[src/core/casd_pkg.sv]
// Purpose: Shared constants and types for the CPU address space decoder.
// Assumes: 26-bit physical space, 32-bit operand addresses, 32-bit memory words.
// Notes: Addresses below are physical unless named as full 32-bit values.
package casd_pkg;

    // Address widths.
    localparam int ADDR_W = 32;
    localparam int PHYS_W = 26;
    localparam int PIO_OFS_W = 12;

    // Internal ROM region and its populated tops for the two variants.
    localparam logic [25:0] ROM_REGION_TOP = 26'h00FFFFF;
    localparam logic [25:0] ROM_LARGE_TOP = 26'h001FFFF;
    localparam logic [25:0] ROM_SMALL_TOP = 26'h000FFFF;

    // Internal RAM region, physical RAM window and peripheral area.
    localparam logic [25:0] RAM_REGION_BASE = 26'h3FF0000;
    localparam logic [25:0] RAM_PHYS_BASE = 26'h3FFD800;
    localparam logic [25:0] RAM_PHYS_TOP = 26'h3FFEFFF;
    localparam logic [25:0] PIO_BASE = 26'h3FFF000;

    // Program counter start and sequential fetch step.
    localparam logic [25:0] RESET_ENTRY = 26'h0000000;
    localparam logic [25:0] FETCH_STEP = 26'h0000004;

    // RAM size configuration register.
    localparam logic [31:0] RAMSZ_ADDR = 32'hFFFFF9F0;
    localparam logic [7:0] RAMSZ_RESET = 8'h00;
    localparam logic [7:0] RAMSZ_ENABLE = 8'h01;

    // Decoded target of an access.
    typedef enum logic [1:0] {
        REG_ROM = 2'b00,
        REG_RAM = 2'b01,
        REG_PIO = 2'b10,
        REG_NONE = 2'b11
    } casd_region_t;

    // Operand access size.
    typedef enum logic [1:0] {
        SZ_BYTE = 2'b00,
        SZ_HALF = 2'b01,
        SZ_WORD = 2'b10
    } casd_size_t;

    // Operating mode taken from the two mode pins.
    typedef enum logic [1:0] {
        MODE_NORMAL = 2'b00,
        MODE_FLASH = 2'b01,
        MODE_BAD = 2'b10
    } casd_mode_t;

endpackage

[src/core/casd_dec_if.sv]
// Purpose: Carries one address lookup between the top and a region decoder.
// Assumes: Lookup is purely combinational.
// Notes: One instance per lookup path, fetch and operand.
`timescale 1ns/1ps
interface casd_dec_if;
    logic [31:0] addr;
    logic is_fetch;
    logic ram_on;
    casd_pkg::casd_region_t region;

    // The top asks, the decoder answers.
    modport req (output addr, output is_fetch, output ram_on, input region);
    modport dec (input addr, input is_fetch, input ram_on, output region);
endinterface

[src/core/casd_region_dec.sv]
// Purpose: Maps an address to ROM, RAM, peripheral area or a refused hole.
// Assumes: Fetch addresses have bits 31 to 26 at zero.
// Notes: Unpopulated parts of the ROM and RAM regions decode as refused.
`timescale 1ns/1ps
module casd_region_dec #(
    parameter bit ROM_LARGE = 1'b1
) (
    input wire logic mclk,
    input wire logic rst,
    casd_dec_if.dec lk
);
    wire [25:0] phys = lk.addr[25:0];
    wire [25:0] rom_top = ROM_LARGE ? casd_pkg::ROM_LARGE_TOP : casd_pkg::ROM_SMALL_TOP;
    wire rom_pop = phys <= rom_top;
    wire ram_pop = (phys >= casd_pkg::RAM_PHYS_BASE) && (phys <= casd_pkg::RAM_PHYS_TOP);
    wire in_pio = phys >= casd_pkg::PIO_BASE;
    wire canon = lk.addr[31:26] == {6{lk.addr[25]}};

    // Bits 31 to 26 never pick a location; they only gate the peripheral image.
    // Fetches never reach the peripheral area, and data reaches it only via the top mirror.
    assign lk.region = rom_pop ? casd_pkg::REG_ROM :
        (ram_pop && lk.ram_on) ? casd_pkg::REG_RAM :
        (in_pio && !lk.is_fetch && canon) ? casd_pkg::REG_PIO :
        casd_pkg::REG_NONE;
endmodule // casd_region_dec

[src/core/casd_pio_split.sv]
// Purpose: Turns one operand access into halfword peripheral cycles.
// Assumes: Peripheral answers read data in the same cycle as its strobe.
// Notes: Word accesses take two cycles on the peripheral port.
`timescale 1ns/1ps
module casd_pio_split (
    input wire logic mclk,
    input wire logic rst,
    input wire logic start,
    input wire logic [11:0] ofs,
    input wire logic word,
    input wire logic write,
    input wire logic [31:0] wdata,
    output logic pio_en,
    output logic pio_we,
    output logic [11:0] pio_addr,
    output logic [15:0] pio_wdata,
    input wire logic [15:0] pio_rdata,
    input wire logic pio_byte_reg,
    output logic done,
    output logic [31:0] rdata
);
    typedef enum logic [1:0] {
        SP_IDLE = 2'b00,
        SP_LO = 2'b01,
        SP_HI = 2'b10
    } casd_split_t;

    casd_split_t state_ff, nxt_state;
    logic [11:0] addr_ff;
    logic word_ff, we_ff, done_ff;
    logic [15:0] hi_ff, cur_ff;
    logic [31:0] rdata_ff;

    // A byte-wide register sees only the low byte and returns nothing above it.
    wire [15:0] rd_half = pio_byte_reg ? {8'h00, pio_rdata[7:0]} : pio_rdata;
    assign pio_en = state_ff != SP_IDLE;
    assign pio_we = we_ff;
    assign pio_addr = addr_ff;
    assign pio_wdata = pio_byte_reg ? {8'h00, cur_ff[7:0]} : cur_ff;
    assign done = done_ff;
    assign rdata = rdata_ff;

    // Lower half first, then the upper half of the same word.
    always_comb begin
        nxt_state = state_ff;
        unique case (state_ff)
            SP_IDLE: if (start) nxt_state = SP_LO;
            SP_LO: nxt_state = word_ff ? SP_HI : SP_IDLE;
            SP_HI: nxt_state = SP_IDLE;
            default: nxt_state = SP_IDLE;
        endcase
    end

    // The two low address bits are dropped for words so both halves stay in one word.
    always_ff @(posedge mclk) begin
        if (rst) begin
            state_ff <= SP_IDLE;
            addr_ff <= 12'h000;
            word_ff <= 1'b0;
            we_ff <= 1'b0;
            cur_ff <= 16'h0000;
            hi_ff <= 16'h0000;
        end else begin
            state_ff <= nxt_state;
            if (state_ff == SP_IDLE && start) begin
                addr_ff <= word ? {ofs[11:2], 2'b00} : ofs;
                word_ff <= word;
                we_ff <= write;
                cur_ff <= wdata[15:0];
                hi_ff <= wdata[31:16];
            end else if (state_ff == SP_LO) begin
                addr_ff <= {addr_ff[11:2], 2'b10};
                cur_ff <= hi_ff;
            end
        end
    end

    // Read halves are gathered and a pulse marks the end of the access.
    always_ff @(posedge mclk) begin
        if (rst) begin
            rdata_ff <= 32'h00000000;
            done_ff <= 1'b0;
        end else begin
            done_ff <= (state_ff == SP_LO && !word_ff) || state_ff == SP_HI;
            if (state_ff == SP_LO) rdata_ff <= {16'h0000, rd_half};
            if (state_ff == SP_HI) rdata_ff[31:16] <= rd_half;
        end
    end
endmodule // casd_pio_split

[src/core/casd_top.sv]
// Purpose: CPU address space decoder with mode pins and RAM size register.
// Assumes: ROM and RAM read one cycle after their strobe; memories are dual ported.
// Notes: Fetch and operand paths are decoded independently each cycle.
// Function
// - Mode pins pick normal, flash or prohibited.
// - Normal mode: port-mode pins, fetch from entry.
// - Program counter keeps only 26 low bits.
// - Operand address carry beyond 32 bits dropped.
// - Data space is 64 mirrors of 64 MB; ROM and RAM appear in every mirror, the peripheral area only in the top one.
// - Bit 25 sign-extends to form data addresses.
// - No instruction fetch from peripheral area.
// - ROM region 1 MB, large variant 128 KB.
// - Small variant populates 64 KB only.
// - Physical RAM 6 KB, rest of region refused.
// - RAM size register: byte, write once.
// - Peripheral area 4 KB, program fetch refused.
// - Word peripheral access becomes two halfwords.
// - Byte register halfword: low byte only.
// - No prefetch from RAM top into peripherals.
`timescale 1ns/1ps
module casd_top #(
    parameter bit ROM_LARGE = 1'b1
) (
    input wire logic mclk,
    input wire logic rst,
    input wire logic flash_mode_pin_a,
    input wire logic flash_mode_pin_b,
    output logic mode_normal,
    output logic mode_flash,
    output logic mode_prohibited,
    output logic bus_port_mode,
    output logic fetch_valid,
    output logic [31:0] fetch_addr,
    output logic fetch_sel_ram,
    output logic fetch_fault,
    input wire logic fetch_ready,
    input wire logic branch_valid,
    input wire logic [31:0] branch_disp,
    input wire logic op_valid,
    output logic op_ready,
    input wire logic [31:0] op_base,
    input wire logic [31:0] op_disp,
    input wire logic op_write,
    input wire logic [1:0] op_size,
    input wire logic [31:0] op_wdata,
    output logic op_done,
    output logic op_fault,
    output logic [31:0] op_rdata,
    output logic rom_en,
    output logic [25:0] rom_addr,
    input wire logic [31:0] rom_rdata,
    output logic ram_en,
    output logic ram_we,
    output logic [3:0] ram_be,
    output logic [25:0] ram_addr,
    output logic [31:0] ram_wdata,
    input wire logic [31:0] ram_rdata,
    output logic pio_en,
    output logic pio_we,
    output logic [11:0] pio_addr,
    output logic [15:0] pio_wdata,
    input wire logic [15:0] pio_rdata,
    input wire logic pio_byte_reg
);
    typedef enum logic [1:0] {
        ST_IDLE = 2'b00,
        ST_MEM = 2'b01,
        ST_RD = 2'b10,
        ST_PIO = 2'b11
    } casd_op_t;

    logic pin_a_s1_ff, pin_a_s2_ff, pin_b_s1_ff, pin_b_s2_ff;
    casd_pkg::casd_mode_t mode_ff, nxt_mode;
    logic [25:0] pc_ff, nxt_pc;
    casd_op_t state_ff, nxt_state;
    logic [31:0] ea_ff, wdata_ff, op_rdata_ff, nxt_rdata;
    logic [1:0] size_ff;
    logic we_ff, tgt_ram_ff, op_done_ff, op_fault_ff, nxt_done, nxt_fault;
    logic [7:0] ims_ff;
    logic ims_done_ff;
    logic split_start, split_done;
    logic [31:0] split_rdata;
    logic [3:0] be_lanes;
    logic [31:0] wdata_lanes;

    casd_dec_if fetch_lk ();
    casd_dec_if data_lk ();

    // Mode pins come from outside and pass two flops before decoding.
    always_ff @(posedge mclk) begin
        if (rst) begin
            pin_a_s1_ff <= 1'b0;
            pin_a_s2_ff <= 1'b0;
            pin_b_s1_ff <= 1'b0;
            pin_b_s2_ff <= 1'b0;
        end else begin
            pin_a_s1_ff <= flash_mode_pin_a;
            pin_a_s2_ff <= pin_a_s1_ff;
            pin_b_s1_ff <= flash_mode_pin_b;
            pin_b_s2_ff <= pin_b_s1_ff;
        end
    end

    // Pins are expected to stay fixed, so a plain level decode suffices.
    assign nxt_mode = !pin_a_s2_ff ? casd_pkg::MODE_NORMAL :
        !pin_b_s2_ff ? casd_pkg::MODE_FLASH : casd_pkg::MODE_BAD;
    always_ff @(posedge mclk) begin
        if (rst) mode_ff <= casd_pkg::MODE_NORMAL;
        else mode_ff <= nxt_mode;
    end
    assign mode_normal = mode_ff == casd_pkg::MODE_NORMAL;
    assign mode_flash = mode_ff == casd_pkg::MODE_FLASH;
    assign mode_prohibited = mode_ff == casd_pkg::MODE_BAD;
    assign bus_port_mode = mode_normal;

    // RAM opens only after the size register holds the enabling value.
    wire ram_on = ims_ff == casd_pkg::RAMSZ_ENABLE;

    // Fetch lookup uses the zero-extended program counter.
    assign fetch_lk.addr = {6'h00, pc_ff};
    assign fetch_lk.is_fetch = 1'b1;
    assign fetch_lk.ram_on = ram_on;
    casd_region_dec #(.ROM_LARGE(ROM_LARGE)) u_fetch_dec (
        .mclk(mclk),
        .rst(rst),
        .lk(fetch_lk)
    );

    // A sequential step off the RAM top lands in the peripheral area and is never issued.
    wire fetch_hit = fetch_lk.region == casd_pkg::REG_ROM ||
        fetch_lk.region == casd_pkg::REG_RAM;
    assign fetch_valid = mode_normal && !branch_valid && fetch_hit;
    assign fetch_fault = mode_normal && !fetch_hit;
    assign fetch_sel_ram = fetch_lk.region == casd_pkg::REG_RAM;
    assign fetch_addr = {6'h00, pc_ff};

    // Branch sums keep only the low 26 bits, so carries out of bit 25 vanish.
    wire [31:0] br_sum = {6'h00, pc_ff} + branch_disp;
    wire [25:0] pc_inc = pc_ff + casd_pkg::FETCH_STEP;
    assign nxt_pc = branch_valid ? br_sum[25:0] :
        (fetch_valid && fetch_ready) ? pc_inc : pc_ff;
    always_ff @(posedge mclk) begin
        if (rst) pc_ff <= casd_pkg::RESET_ENTRY;
        else if (mode_normal) pc_ff <= nxt_pc;
    end

    // Operand addresses wrap at 32 bits.
    wire [31:0] ea_sum = op_base + op_disp;
    assign data_lk.addr = ea_sum;
    assign data_lk.is_fetch = 1'b0;
    assign data_lk.ram_on = ram_on;
    casd_region_dec #(.ROM_LARGE(ROM_LARGE)) u_data_dec (
        .mclk(mclk),
        .rst(rst),
        .lk(data_lk)
    );

    assign op_ready = state_ff == ST_IDLE;
    wire accept = op_valid && op_ready;
    wire is_ramsz = ea_sum == casd_pkg::RAMSZ_ADDR;
    wire d_none = data_lk.region == casd_pkg::REG_NONE;
    wire d_rom = data_lk.region == casd_pkg::REG_ROM;
    wire d_pio = data_lk.region == casd_pkg::REG_PIO;
    wire ims_wr = accept && d_pio && is_ramsz && op_write &&
        op_size == casd_pkg::SZ_BYTE && !ims_done_ff;
    assign split_start = accept && d_pio && !is_ramsz;

    // Memory read data is aligned to the addressed byte.
    wire [31:0] mem_word = tgt_ram_ff ? ram_rdata : rom_rdata;
    wire [31:0] mem_aligned = mem_word >> {ea_ff[1:0], 3'b000};

    // Refused targets and ROM writes finish at once and touch nothing.
    always_comb begin
        nxt_state = state_ff;
        nxt_done = 1'b0;
        nxt_fault = 1'b0;
        nxt_rdata = op_rdata_ff;
        unique case (state_ff)
            ST_IDLE: begin
                if (accept && d_none) begin
                    nxt_done = 1'b1;
                    nxt_fault = 1'b1;
                    nxt_rdata = 32'h00000000;
                end else if (accept && d_rom && op_write) begin
                    nxt_done = 1'b1;
                end else if (accept && d_pio && is_ramsz) begin
                    nxt_done = 1'b1;
                    nxt_rdata = 32'h00000000;
                end else if (split_start) begin
                    nxt_state = ST_PIO;
                end else if (accept) begin
                    nxt_state = ST_MEM;
                end
            end
            ST_MEM: nxt_state = ST_RD;
            ST_RD: begin
                nxt_state = ST_IDLE;
                nxt_done = 1'b1;
                nxt_rdata = mem_aligned;
            end
            ST_PIO: begin
                if (split_done) begin
                    nxt_state = ST_IDLE;
                    nxt_done = 1'b1;
                    nxt_rdata = split_rdata;
                end
            end
        endcase
    end

    // Accepted operand fields are held for the memory cycle.
    always_ff @(posedge mclk) begin
        if (rst) begin
            state_ff <= ST_IDLE;
            ea_ff <= 32'h00000000;
            wdata_ff <= 32'h00000000;
            size_ff <= 2'h0;
            we_ff <= 1'b0;
            tgt_ram_ff <= 1'b0;
        end else begin
            state_ff <= nxt_state;
            if (accept) begin
                ea_ff <= ea_sum;
                wdata_ff <= op_wdata;
                size_ff <= op_size;
                we_ff <= op_write;
                tgt_ram_ff <= data_lk.region == casd_pkg::REG_RAM;
            end
        end
    end

    // Answer to the core.
    always_ff @(posedge mclk) begin
        if (rst) begin
            op_done_ff <= 1'b0;
            op_fault_ff <= 1'b0;
            op_rdata_ff <= 32'h00000000;
        end else begin
            op_done_ff <= nxt_done;
            op_fault_ff <= nxt_fault;
            op_rdata_ff <= nxt_rdata;
        end
    end
    assign op_done = op_done_ff;
    assign op_fault = op_fault_ff;
    assign op_rdata = op_rdata_ff;

    // The size register takes the first byte write after reset and then freezes.
    always_ff @(posedge mclk) begin
        if (rst) begin
            ims_ff <= casd_pkg::RAMSZ_RESET;
            ims_done_ff <= 1'b0;
        end else if (ims_wr) begin
            ims_ff <= op_wdata[7:0];
            ims_done_ff <= 1'b1;
        end
    end

    // Byte lanes and replicated write data for the 32-bit memories.
    always_comb begin
        be_lanes = 4'hF;
        wdata_lanes = wdata_ff;
        if (size_ff == casd_pkg::SZ_BYTE) begin
            be_lanes = 4'h1 << ea_ff[1:0];
            wdata_lanes = {4{wdata_ff[7:0]}};
        end else if (size_ff == casd_pkg::SZ_HALF) begin
            be_lanes = ea_ff[1] ? 4'hC : 4'h3;
            wdata_lanes = {2{wdata_ff[15:0]}};
        end
    end

    // Only the physical bits reach the memories, which makes every mirror alike.
    assign rom_en = state_ff == ST_MEM && !tgt_ram_ff;
    assign rom_addr = ea_ff[25:0];
    assign ram_en = state_ff == ST_MEM && tgt_ram_ff;
    assign ram_we = we_ff;
    assign ram_be = be_lanes;
    assign ram_addr = ea_ff[25:0];
    assign ram_wdata = wdata_lanes;

    casd_pio_split u_split (
        .mclk(mclk),
        .rst(rst),
        .start(split_start),
        .ofs(ea_sum[11:0]),
        .word(op_size == casd_pkg::SZ_WORD),
        .write(op_write),
        .wdata(op_wdata),
        .pio_en(pio_en),
        .pio_we(pio_we),
        .pio_addr(pio_addr),
        .pio_wdata(pio_wdata),
        .pio_rdata(pio_rdata),
        .pio_byte_reg(pio_byte_reg),
        .done(split_done),
        .rdata(split_rdata)
    );
endmodule // casd_top

[config.mk]
export PLATFORM = sky130hd
export DESIGN_NAME = casd_top
export DESIGN_NICKNAME = d
export VERILOG_FILES = /design/src/core/casd_pkg.sv /design/src/core/casd_dec_if.sv /design/src/core/casd_region_dec.sv /design/src/core/casd_pio_split.sv /design/src/core/casd_top.sv
export SDC_FILE = /design/constraint.sdc
export NUM_CORES = 1
export LEC_CHECK = 0
export BUFFER_PORTS_ARGS = -buffer_cell sky130_fd_sc_hd__buf_2
export CORE_MARGIN = 3
export CORE_UTILIZATION = 37
export CTS_CLUSTER_SIZE = 28
export DETAILED_ROUTE_END_ITERATION = 16
export GPL_ROUTABILITY_DRIVEN = 0
export PLACE_DENSITY = 0.61
export SLEW_MARGIN = 30
export SYNTH_ARGS = -nofsm -noshare
export SYNTH_HDL_FRONTEND = slang
export SYNTH_HIERARCHICAL = 1
export SYNTH_SLANG_ARGS = --single-unit
[constraint.sdc]
create_clock -name mclk -period 4.2 [get_ports mclk]
set_input_delay 0.63 -clock mclk [delete_from_list [all_inputs] [get_ports mclk]]
set_output_delay 0.63 -clock mclk [all_outputs]
set_load 0.01 [all_outputs]
==> flow_metrics.py, run 1 <==
metrics = {
    "worst_hold_path": {
        "worstHoldPathType": "primary input to register",
    },
    "sta": {
        "whs_ps": 320,
        "slew_viol_final": 0,
        "tightest_slew_ps": 1000,
        "finalSetupTns_ps": 0,
        "max_freq_mhz": 249,
        "maxSlewHeadroom_pct": 33.2,
        "clock_skew_ps": 30.2,
        "finalHoldViolCount": 0,
        "setup_viol": 0,
        "fin_crit_ps": 4010,
        "period_share_pct": 95.4,
    },
    "floorplanning": {
        "rows": 71,
        "core_um2": 38000,
        "die_w_um": 204,
        "die_area_um2": 41400,
        "start_util_pct": 38.0,
        "io_pins": 414,
        "die_height_um": 204,
    },
    "setup_path": {
        "cp.required_ps": 4650,
        "critPathCaptureType": "register",
        "arrival_ps": 4460,
        "setup.worst_path.start_class": "primary input",
        "critical_path.max_fanout": 5,
        "crit_type": "primary input to register",
    },
    "drt": {
        "dr.pass1.iters": 7,
        "first_iter_violations": 1081,
        "vias": 15100,
        "antenna_left": 0,
        "postRouteWirelength_mm": 52.6,
        "drc_errors": 0,
        "wire_per_inst_um": 18.9,
        "post_drt_via_cell_ratio": 5.42,
    },
    "grt": {
        "grt_pass1_wl_mm": 80.3,
        "grt_pass1_vias": 14500,
        "grtUsageMet1_pct": 30.9,
        "busiest_layer": "met2",
        "globalRoute.totalOverflow": 0,
        "grt.met3_usage_pct": 4.01,
        "antenna_found_initial": 3,
        "grt_max_degree": 174,
        "grt_use_total_pct": 23.9,
        "grtUsageMet2_pct": 41.9,
    },
    "synthesis": {
        "synth_xor_xnor_area_share_pct": 2.18,
        "synth_warnings": 6,
        "synthAdderAreaFrac_pct": 5.74,
        "synth-seq-cells": 220,
        "synth_mux_area_share_pct": 10.9,
        "synth-edff-count": 0,
        "avgSynthCellArea_um2": 7.97,
        "async_reset_ff_share_pct": 0,
        "synth-simple-area-share_pct": 22.3,
        "synth_compound_area_share_pct": 21.1,
        "synthCells": 1812,
        "synth_top_family_by_area": "simple AND/OR/NAND/NOR gates",
        "yosysSeqAreaShare_pct": 30.5,
        "synthFlopType": "dfxtp_1",
        "netlist_area_um2": 14400,
        "synthDistinctLibCells": 84,
    },
    "placed_design": {
        "dp_hpwl_mm": 39.4,
        "dp.cells": 2729,
        "portBuffers": 401,
    },
    "clocking": {
        "root_buffer": "clkbuf_16",
        "clock_path_buffers": 3,
        "tritoncts": "done",
        "cts_buffers": 27,
        "cts_htree_levels": 1,
        "clk_latency_ps": 560,
        "clock_sinks": 220,
        "clkTransAtPathRegs_ps": 60,
        "hold_buffers": 0,
    },
    "pwr": {
        "ir_drop_mv": 0.299,
        "finalPower_mw": 6.68,
        "powerDensity_nw_per_um2": 360,
        "p_leak_nw": 8.15,
    },
    "finish": {
        "area_growth_pct": 28.3,
        "layout_commonest_cell": "buf_2",
        "fin_nets": 2533,
        "final_cell_mix": "buf_2 (400), nand2_1 (338), dfxtp_1 (218)",
        "drive_above_1_share_pct": 30.7,
        "final_cell_count_no_fill": 2782,
    },
    "outcome": {
        "status": "finished clean",
    },
    "flow_run": {
        "drv_cap": 0,
    },
}
## final timing paths
check                           slack (ps)  cells after the start             start             endpoint
worst min-delay path                   320                      2  flash_mode_pin_a          pin_a_s1_ff
worst max-delay path                   190                     18       op_base[16]  u_split/state_ff[1]
worst max register to register         630                     13          pc_ff[0]            pc_ff[24]
worst min register to register         410                      1       pin_b_s2_ff           mode_ff[0]
## metal layers
metal,up-vias,wire (µm)
met5,-,26
met4,4,1150
met3,69,3740
met2,565,25200
met1,7141,22500
li1,7311,-
## through the flow
stage               instance area [µm²]  utilization [%]  worst slack (ps)
floorplan                         14600                -              9.39
global placement                  17400             45.9              -703
detailed placement                17400             45.9              -715
CTS                               18400             48.4              58.2
global route                      18500             48.7             -37.1
finish                            18500             48.7               192
## final cells by class
| cell class | instances | area (µm²) |
|---|---|---|
| Timing Repair Buffer | 550 | 3200 |
| Antenna cell | 1 | 2.50 |
| Fill cell | 3781 | 19500 |
| Multi-Input combinational cell | 1419 | 9190 |
| Clock buffer | 40 | 815 |
| Clock inverter | 10 | 148 |
| Inverter | 31 | 116 |
| Tap cell | 511 | 639 |
| Sequential cell | 220 | 4410 |
## cell families after synthesis
| logic type | after synthesis |
|---|---|
| other | 2 |
| xor gates and xnor gates | 36 |
| buffers and inverters | 191 |
| AOI/OAI and AO/OA | 470 |
| DFF | 220 |
| and+or+nand+nor | 703 |
| muxes | 125 |
| adders and majority gates | 65 |
## state kept, by name, indices dropped and copies added (netlist names), 12 cells and up
signal,cells
wdata_ff,32
u_split/hi_ff,16
pc_ff,26
u_split/pio_addr,12
u_split/rdata,32
u_split/cur_ff,16
op_rdata,32
ea_ff,26
## synth_stat cells, types with 5 or more instances
| cell type | count | area [µm²] |
|---|---|---|
| buf_1 | 9 | 33.8 |
| dfxtp_1 | 220 | 4400 |
| o21ai_0 | 77 | 385 |
| and3_1 | 9 | 56.3 |
| and2_1 | 9 | 56.3 |
| nor3b_1 | 6 | 45.0 |
| a311oi_2 | 9 | 135 |
| a311oi_1 | 9 | 78.8 |
| a22o_1 | 8 | 70.1 |
| or3_1 | 5 | 31.3 |
| a221oi_1 | 5 | 43.8 |
| mux2_2 | 19 | 214 |
| a22oi_1 | 6 | 45.0 |
| nor4_1 | 12 | 75.1 |
| o311ai_0 | 7 | 61.3 |
| o31ai_1 | 8 | 60.1 |
| nand2_1 | 339 | 1270 |
| xnor2_1 | 17 | 149 |
| o21bai_1 | 8 | 60.1 |
| mux2i_1 | 82 | 821 |
| o21a_1 | 15 | 113 |
| a211oi_1 | 18 | 135 |
| a21oi_1 | 190 | 951 |
| nor2_1 | 120 | 450 |
| clkbuf_1 | 71 | 267 |
| o211ai_1 | 23 | 173 |
| ha_1 | 63 | 788 |
| nor2b_1 | 30 | 188 |
| nor3_1 | 32 | 160 |
| inv_1 | 30 | 113 |
| a21o_1 | 28 | 210 |
| mux4_2 | 24 | 541 |
| nand3b_1 | 6 | 45.0 |
| nand4_1 | 17 | 106 |
| a31oi_1 | 15 | 93.8 |
| buf_2 | 14 | 70.1 |
| and4_1 | 7 | 61.3 |
| xor2_1 | 19 | 166 |
| buf_4 | 56 | 420 |
| nand3_1 | 70 | 350 |
| nand2b_1 | 21 | 131 |
## power breakdown
group | internal (mW) | switching [mW] | leakage (nW)
Combinational | 0.812 | 1.01 | 5.90
Sequential | 2.20 | 0.141 | 1.79
Clock | 1.53 | 0.989 | 0.467
Total | 4.54 | 2.14 | 8.15
## worst max-delay path: stages
cell       delay, ps
buf_2            100
ha_1             330
a21oi_1          280
o21ai_1          170
a221o_1          390
a221o_1          370
a2111oi_0        470
a311oi_2         150
nor4_2           210
nand2_1           80
o21ai_0          100
a31oi_2          130
nor2_1           130
o21a_2           240
buf_4            140
nand2b_1         150
o2111ai_1        170
a21oi_1          210
## what timing repair did
item | 4_1_cts | 5_1_grt
cloned | 0 | 1
setup endpoints to repair | 29 | 54
resized for setup | 2 | 16
pin swaps | 0 | 5
buffers inserted | 0 | 1
No activity file was read; power rests on OpenSTA's default activity.
==> run 2: changes to the inputs <==
--- a/config.mk
+++ b/config.mk
@@ -5,6 +5,7 @@
 export SDC_FILE = /design/constraint.sdc
 export NUM_CORES = 1
 export LEC_CHECK = 0
+export ABC_AREA = 1
 export BUFFER_PORTS_ARGS = -buffer_cell sky130_fd_sc_hd__buf_2
 export CORE_MARGIN = 3
 export CORE_UTILIZATION = 37
==> flow_metrics.py, run 2 <==
metrics = {
    "pwr": {
        "p_comb_share_pct": 35.0,
        "ir_drop_mv": 0.261,
        "clkPwrFrac_pct": 30.3,
        "internal-power_mw": 4.68,
        "p_sw_mw": 2.85,
        "p_leak_nw": 9.43,
        "pwr-share-seq_pct": 34.8,
        "netSwitchingFraction_pct": 37.9,
        "powerDensity_nw_per_um2": 414,
    },
    "floorplanning": {
        "die_area_um2": 43500,
        "die_w_um": 209,
        "start_util_pct": 37.8,
        "io_pins": 414,
        "die_height_um": 209,
        "rows": 73,
        "core_um2": 40100,
    },
    "grt": {
        "antenna_found_initial": 4,
        "grt_pass1_wl_mm": 81.9,
        "grt_use_total_pct": 22.8,
        "globalRoute.totalOverflow": 0,
        "grt_max_degree": 66,
        "grt_pass1_vias": 15400,
    },
    "synthesis": {
        "synthCells": 2423,
        "netlist_top_cells_area": "dfxtp_1 (29%), nand2_1 (14%), nor2_1 (10%)",
        "async_reset_ff_share_pct": 0,
        "ys_top_cells_by_count": "nand2_1 (572), nor2_1 (404), inv_1 (262)",
        "synth-edff-count": 0,
        "synthFlopType": "dfxtp_1",
        "synth_warnings": 6,
        "synthDistinctLibCells": 58,
        "avgSynthCellArea_um2": 6.26,
        "netlist_area_um2": 15200,
        "yosysSeqAreaShare_pct": 29.0,
        "synth-seq-cells": 220,
        "yosysMostFrequentCell": "nand2_1",
        "yosys.area.top_type": "dfxtp_1",
        "synth_top_area_share_pct": 29.0,
    },
    "drt": {
        "drc_errors": 0,
        "post_drt_via_cell_ratio": 5.03,
        "antenna_left": 0,
        "vias": 16600,
        "wire_per_inst_um": 15.9,
        "postRouteWirelength_mm": 52.5,
        "dr.pass1.iters": 6,
        "first_iter_violations": 1281,
    },
    "sta": {
        "grt_setup_unrepaired": "false",
        "fin_crit_ps": 3780,
        "slew_viol_final": 0,
        "clock_skew_ps": 9.73,
        "finalHoldViolCount": 0,
        "maxSlewHeadroom_pct": 38.9,
        "layout_setup_ws_ps": 424,
        "whs_ps": 306,
        "tightest_slew_ps": 915,
        "period_share_pct": 89.9,
        "setup_viol": 0,
        "max_freq_mhz": 265,
    },
    "setup_path": {
        "critPathCaptureType": "register",
        "reg2reg_to": "pc_ff[25]",
        "path_common_cell": "nand2_1",
        "setup.worst_path.start_class": "primary input",
        "reg2reg_slack_ps": 1530,
        "arrival_ps": 4200,
        "crit_type": "primary input to register",
        "max_stage_delay_ps": 390,
        "critical_path.max_fanout": 42,
        "cp.required_ps": 4630,
        "r2r-start": "pc_ff[2]",
        "reg2reg_depth": 12,
        "cp_slowest_cell": "fa_1",
    },
    "finish": {
        "final_cell_mix": "nand2_1 (571), nor2_1 (404), buf_2 (401)",
        "fin_nets": 3039,
        "drive_above_1_share_pct": 19.6,
        "area_growth_pct": 20.1,
        "layout_commonest_cell": "nand2_1",
    },
    "clocking": {
        "hold_buffers": 0,
        "clkTransAtPathRegs_ps": 60,
        "postCtsResizedCells": 0,
        "clock_sinks": 220,
        "cts_buffers": 27,
        "cts_setup_buffers": 0,
        "root_buffer": "clkbuf_16",
        "clock_path_buffers": 3,
        "tritoncts": "done",
        "cts_htree_levels": 1,
        "clk_latency_ps": 530,
    },
    "placed_design": {
        "pre_cts_ws_ps": -85.0,
        "dp_hpwl_mm": 40.2,
        "portBuffers": 401,
    },
    "worst_hold_path": {
        "worstHoldPathType": "primary input to register",
        "holdPathStages": 3,
        "hold_start": "flash_mode_pin_b",
        "hold-path-endpoint": "pin_b_s1_ff",
    },
    "outcome": {
        "status": "finished clean",
    },
    "flow_run": {
        "drv_cap": 0,
    },
}
==> run 2: routing by layer <==
layer | global-route usage [%] | share of wire (%) | up-vias
li1 | - | - | 8420
met2 | 38.0 | 46 | 567
met3 | 3.30 | 6.7 | 78
met1 | 30.9 | 45 | 7541
met5 | 0 | 0.025 | -
met4 | 6.23 | 2.3 | 2
==> run 2: cell families (layout without fill, tap and decap cells) <==
| family | count (synthesis) | after routing | share of synthesized area, % |
|---|---|---|---|
| AND/OR/NAND/NOR | 1212 | 1212 | 33.6 |
| AO/OA/AOI/OAI | 455 | 455 | 16.6 |
| buffers and inverters | 428 | 760 | 12.6 |
| flip-flops | 220 | 220 | 29.0 |
| adder cells (fa/ha/maj) | 65 | 65 | 5.46 |
| XOR/XNOR | 27 | 27 | 1.73 |
| multiplexers | 14 | 14 | 0.924 |
| other | 2 | 23 | 0.0495 |
==> run 2: layout make-up <==
cell class / instances / area (µm²)
clock buffer: 39 / 801
tap: 525 / 657
sequential: 220 / 4400
timing repair buffer: 433 / 2280
antenna: 3 / 7.51
fill: 4336 / 21900
clock inverter: 8 / 76.3
inverter: 280 / 1050
multi-input combinational: 1793 / 8930
==> run 2: how the worst max path moves through the flow <==
stage / startpoint / slack, ps / to
global placement: op_base[0] / -0.8 / u_split/pio_addr[1]
finish: op_base[0] / 420 / op_rdata[17]
floorplan: op_base[0] / 420 / u_split/cur_ff[10]
detailed placement: op_base[0] / -90 / op_rdata[17]
CTS: op_base[0] / 480 / op_rdata[17]
global route: op_base[0] / 60 / u_split/cur_ff[5]
==> run 2: per-stage QoR <==
stage / instances / TNS [ps] / total power [mW] / cell area [µm²] / utilization (%)
floorplan: 2441 / 0 / 4.43 / 15200 / -
global placement: 3251 / -0.843 / 5.23 / 17300 / 43.2
detailed placement: 3251 / -1860 / 5.27 / 17300 / 43.2
CTS: 3298 / 0 / 7.61 / 18200 / 45.4
global route: 3301 / 0 / 8.05 / 18200 / 45.4
finish: 3301 / 0 / 7.53 / 18200 / 45.4
==> run 2: worst max-delay path, delay by kind of cell <==
family / cells / cell delay (ps)
AOI/OAI and AO/OA: 1 / 130
adders and majority gates: 2 / 620
buffers and inverters: 5 / 720
and+or+nand+nor: 17 / 2070
==> run 2: power groups by stage <==
stage	registers [mW]	logic, mW	clock network (mW)
after floorplan	2.62	1.80	0
after global placement	2.65	2.59	0
after detailed placement	2.66	2.62	0
after CTS	2.62	2.63	2.36
after global routing	2.65	2.96	2.44
final	2.62	2.63	2.28
==> run 3: changes to the inputs <==
==> constraint.sdc (replaced) <==
create_clock -name mclk -period 4.2 [get_ports mclk]
set_input_delay 0.84 -clock mclk [delete_from_list [all_inputs] [get_ports mclk]]
set_output_delay 0.84 -clock mclk [all_outputs]
set_load 0.01 [all_outputs]
==> flow_metrics.py, run 3 (same netlist as run 2, synthesis figures left out) <==
metrics = {
    "outcome": {
        "status": "finished clean",
    },
    "grt": {
        "grt_max_degree": 66,
        "grtUsageMet1_pct": 31.4,
        "grt_use_total_pct": 22.8,
        "grtUsageMet2_pct": 38.4,
        "grt_pass1_vias": 15500,
        "antenna_found_initial": 1,
        "globalRoute.totalOverflow": 0,
        "grt_pass1_wl_mm": 82.4,
        "grt.met3_usage_pct": 2.91,
        "busiest_layer": "met2",
    },
    "sta": {
        "tightest_slew_ps": 939,
        "whs_ps": 397,
        "fin_crit_ps": 3810,
        "max_freq_mhz": 262,
        "period_share_pct": 90.7,
        "maxSlewHeadroom_pct": 37.3,
        "finalHoldViolCount": 0,
        "grt_setup_unrepaired": "false",
        "slew_viol_final": 0,
        "clock_skew_ps": 12.9,
        "setup_viol": 0,
        "finalSetupTns_ps": 0,
    },
    "clocking": {
        "cts_htree_levels": 1,
        "clock_path_buffers": 3,
        "root_buffer": "clkbuf_16",
        "clock_sinks": 220,
        "cts_buffers": 28,
        "clk_latency_ps": 550,
        "hold_buffers": 0,
        "tritoncts": "done",
        "clkTransAtPathRegs_ps": 60,
    },
    "pwr": {
        "powerDensity_nw_per_um2": 414,
        "clkPwrFrac_pct": 31.2,
        "ir_drop_mv": 0.289,
        "p_leak_nw": 9.71,
        "finalPower_mw": 7.74,
        "p_comb_share_pct": 35.0,
        "internal-power_mw": 4.85,
        "pwr-share-seq_pct": 33.8,
        "netSwitchingFraction_pct": 37.3,
        "p_sw_mw": 2.88,
    },
    "drt": {
        "postRouteWirelength_mm": 52.6,
        "drc_errors": 0,
        "first_iter_violations": 1232,
        "antenna_left": 0,
        "post_drt_via_cell_ratio": 4.98,
        "dr.pass1.iters": 5,
        "vias": 16700,
        "wire_per_inst_um": 15.7,
    },
    "flow_run": {
        "drv_cap": 0,
    },
    "setup_path": {
        "crit_type": "primary input to register",
        "setup.worst_path.start_class": "primary input",
        "critical_path.max_fanout": 45,
        "cp_slowest_cell": "fa_1",
        "path_common_cell": "nand2_1",
        "cp.required_ps": 4630,
        "arrival_ps": 4240,
        "reg2reg_slack_ps": 1530,
        "reg2reg_to": "pc_ff[25]",
        "r2r-start": "pc_ff[2]",
        "max_stage_delay_ps": 390,
        "critPathCaptureType": "register",
        "reg2reg_depth": 12,
    },
    "floorplanning": {
        "core_um2": 40100,
        "die_area_um2": 43500,
        "io_pins": 414,
        "rows": 73,
        "start_util_pct": 37.8,
        "die_w_um": 209,
        "die_height_um": 209,
    },
    "finish": {
        "area_growth_pct": 23.1,
        "drive_above_1_share_pct": 21.0,
        "fin_nets": 3090,
        "final_area_um2": 18700,
        "layout_commonest_cell": "nand2_1",
        "final_cell_mix": "nand2_1 (571), nor2_1 (403), buf_2 (401)",
        "fin_util_pct": 46.6,
    },
    "placed_design": {
        "placed_area_um2": 17700,
        "dp_hpwl_mm": 40.4,
        "portBuffers": 401,
    },
    "worst_hold_path": {
        "hold-path-endpoint": "pin_a_s2_ff",
        "worstHoldPathType": "register to register",
        "hold_start": "pin_a_s1_ff",
        "holdPathStages": 2,
    },
}
-- run 3: cell types whose count changed in the layout (fill, tap and decap cells not counted), sizes merged --
cell      delta
clkbuf       +2
clkinvlp     -2
clkinv       -3
inv          +1
buf         +50
bufinv       +1
diode        -2
-- run 3: layout make-up --
type | count | area, µm²
Clock buffer | 41 | 841
Inverter | 280 | 1050
Timing Repair Buffer | 483 | 2700
Tap cell | 525 | 657
Multi-Input combinational cell | 1793 | 8950
Clock inverter | 5 | 81.3
Fill cell | 4189 | 21400
Antenna cell | 1 | 2.50
Sequential cell | 220 | 4400
-- run 3: worst max path at each step --
| stage | from | to | slack, ps | depth (start not counted) |
|---|---|---|---|---|
| 2_1_floorplan | op_base[0] | u_split/cur_ff[10] | 210 | 28 |
| 3_3_place_gp | op_base[0] | op_rdata[16] | -120 | 27 |
| 3_5_place_dp | op_base[0] | op_rdata[22] | -180 | 27 |
| 4_1_cts | op_base[0] | op_rdata[8] | 370 | 27 |
| 5_1_grt | op_base[0] | u_split/cur_ff[13] | 30 | 27 |
| 6_report | op_base[0] | op_rdata[8] | 390 | 27 |
-- run 3: routing by layer --
layer | vias to the layer above | wire length, µm
li1 | 8515 | -
met3 | 62 | 3440
met4 | 0 | 835
met1 | 7517 | 23700
met5 | - | 0
met2 | 563 | 24600
-- run 3: critical path: cells and delay by family --
family	cells	cell delay (ps)
adders and majority gates	2	620
buffers and inverters	4	450
AOI/OAI and AO/OA	1	350
and+or+nand+nor	20	1940
-- run 3: power by group through the flow --
stage          combinational [mW]  clock [mW]  sequential (mW)
2_1_floorplan                1.80           0             2.62
3_3_place_gp                 2.65           0             2.65
3_5_place_dp                 2.68           0             2.66
4_1_cts                      2.69        2.48             2.61
5_1_grt                      3.02        2.54             2.65
6_report                     2.71        2.42             2.61
-- run 3: metrics by stage --
stage / worst slack (ps) / cells
global route: 31.7 / 3348
finish: 389 / 3348
detailed placement: -181 / 3301
CTS: 375 / 3347
global placement: -117 / 3301
floorplan: 206 / 2441
-- run 3: timing repair --
item                                    CTS  global route
buffers inserted                          0             0
gates resized for setup                   0             3
endpoints found under the setup margin    0            27
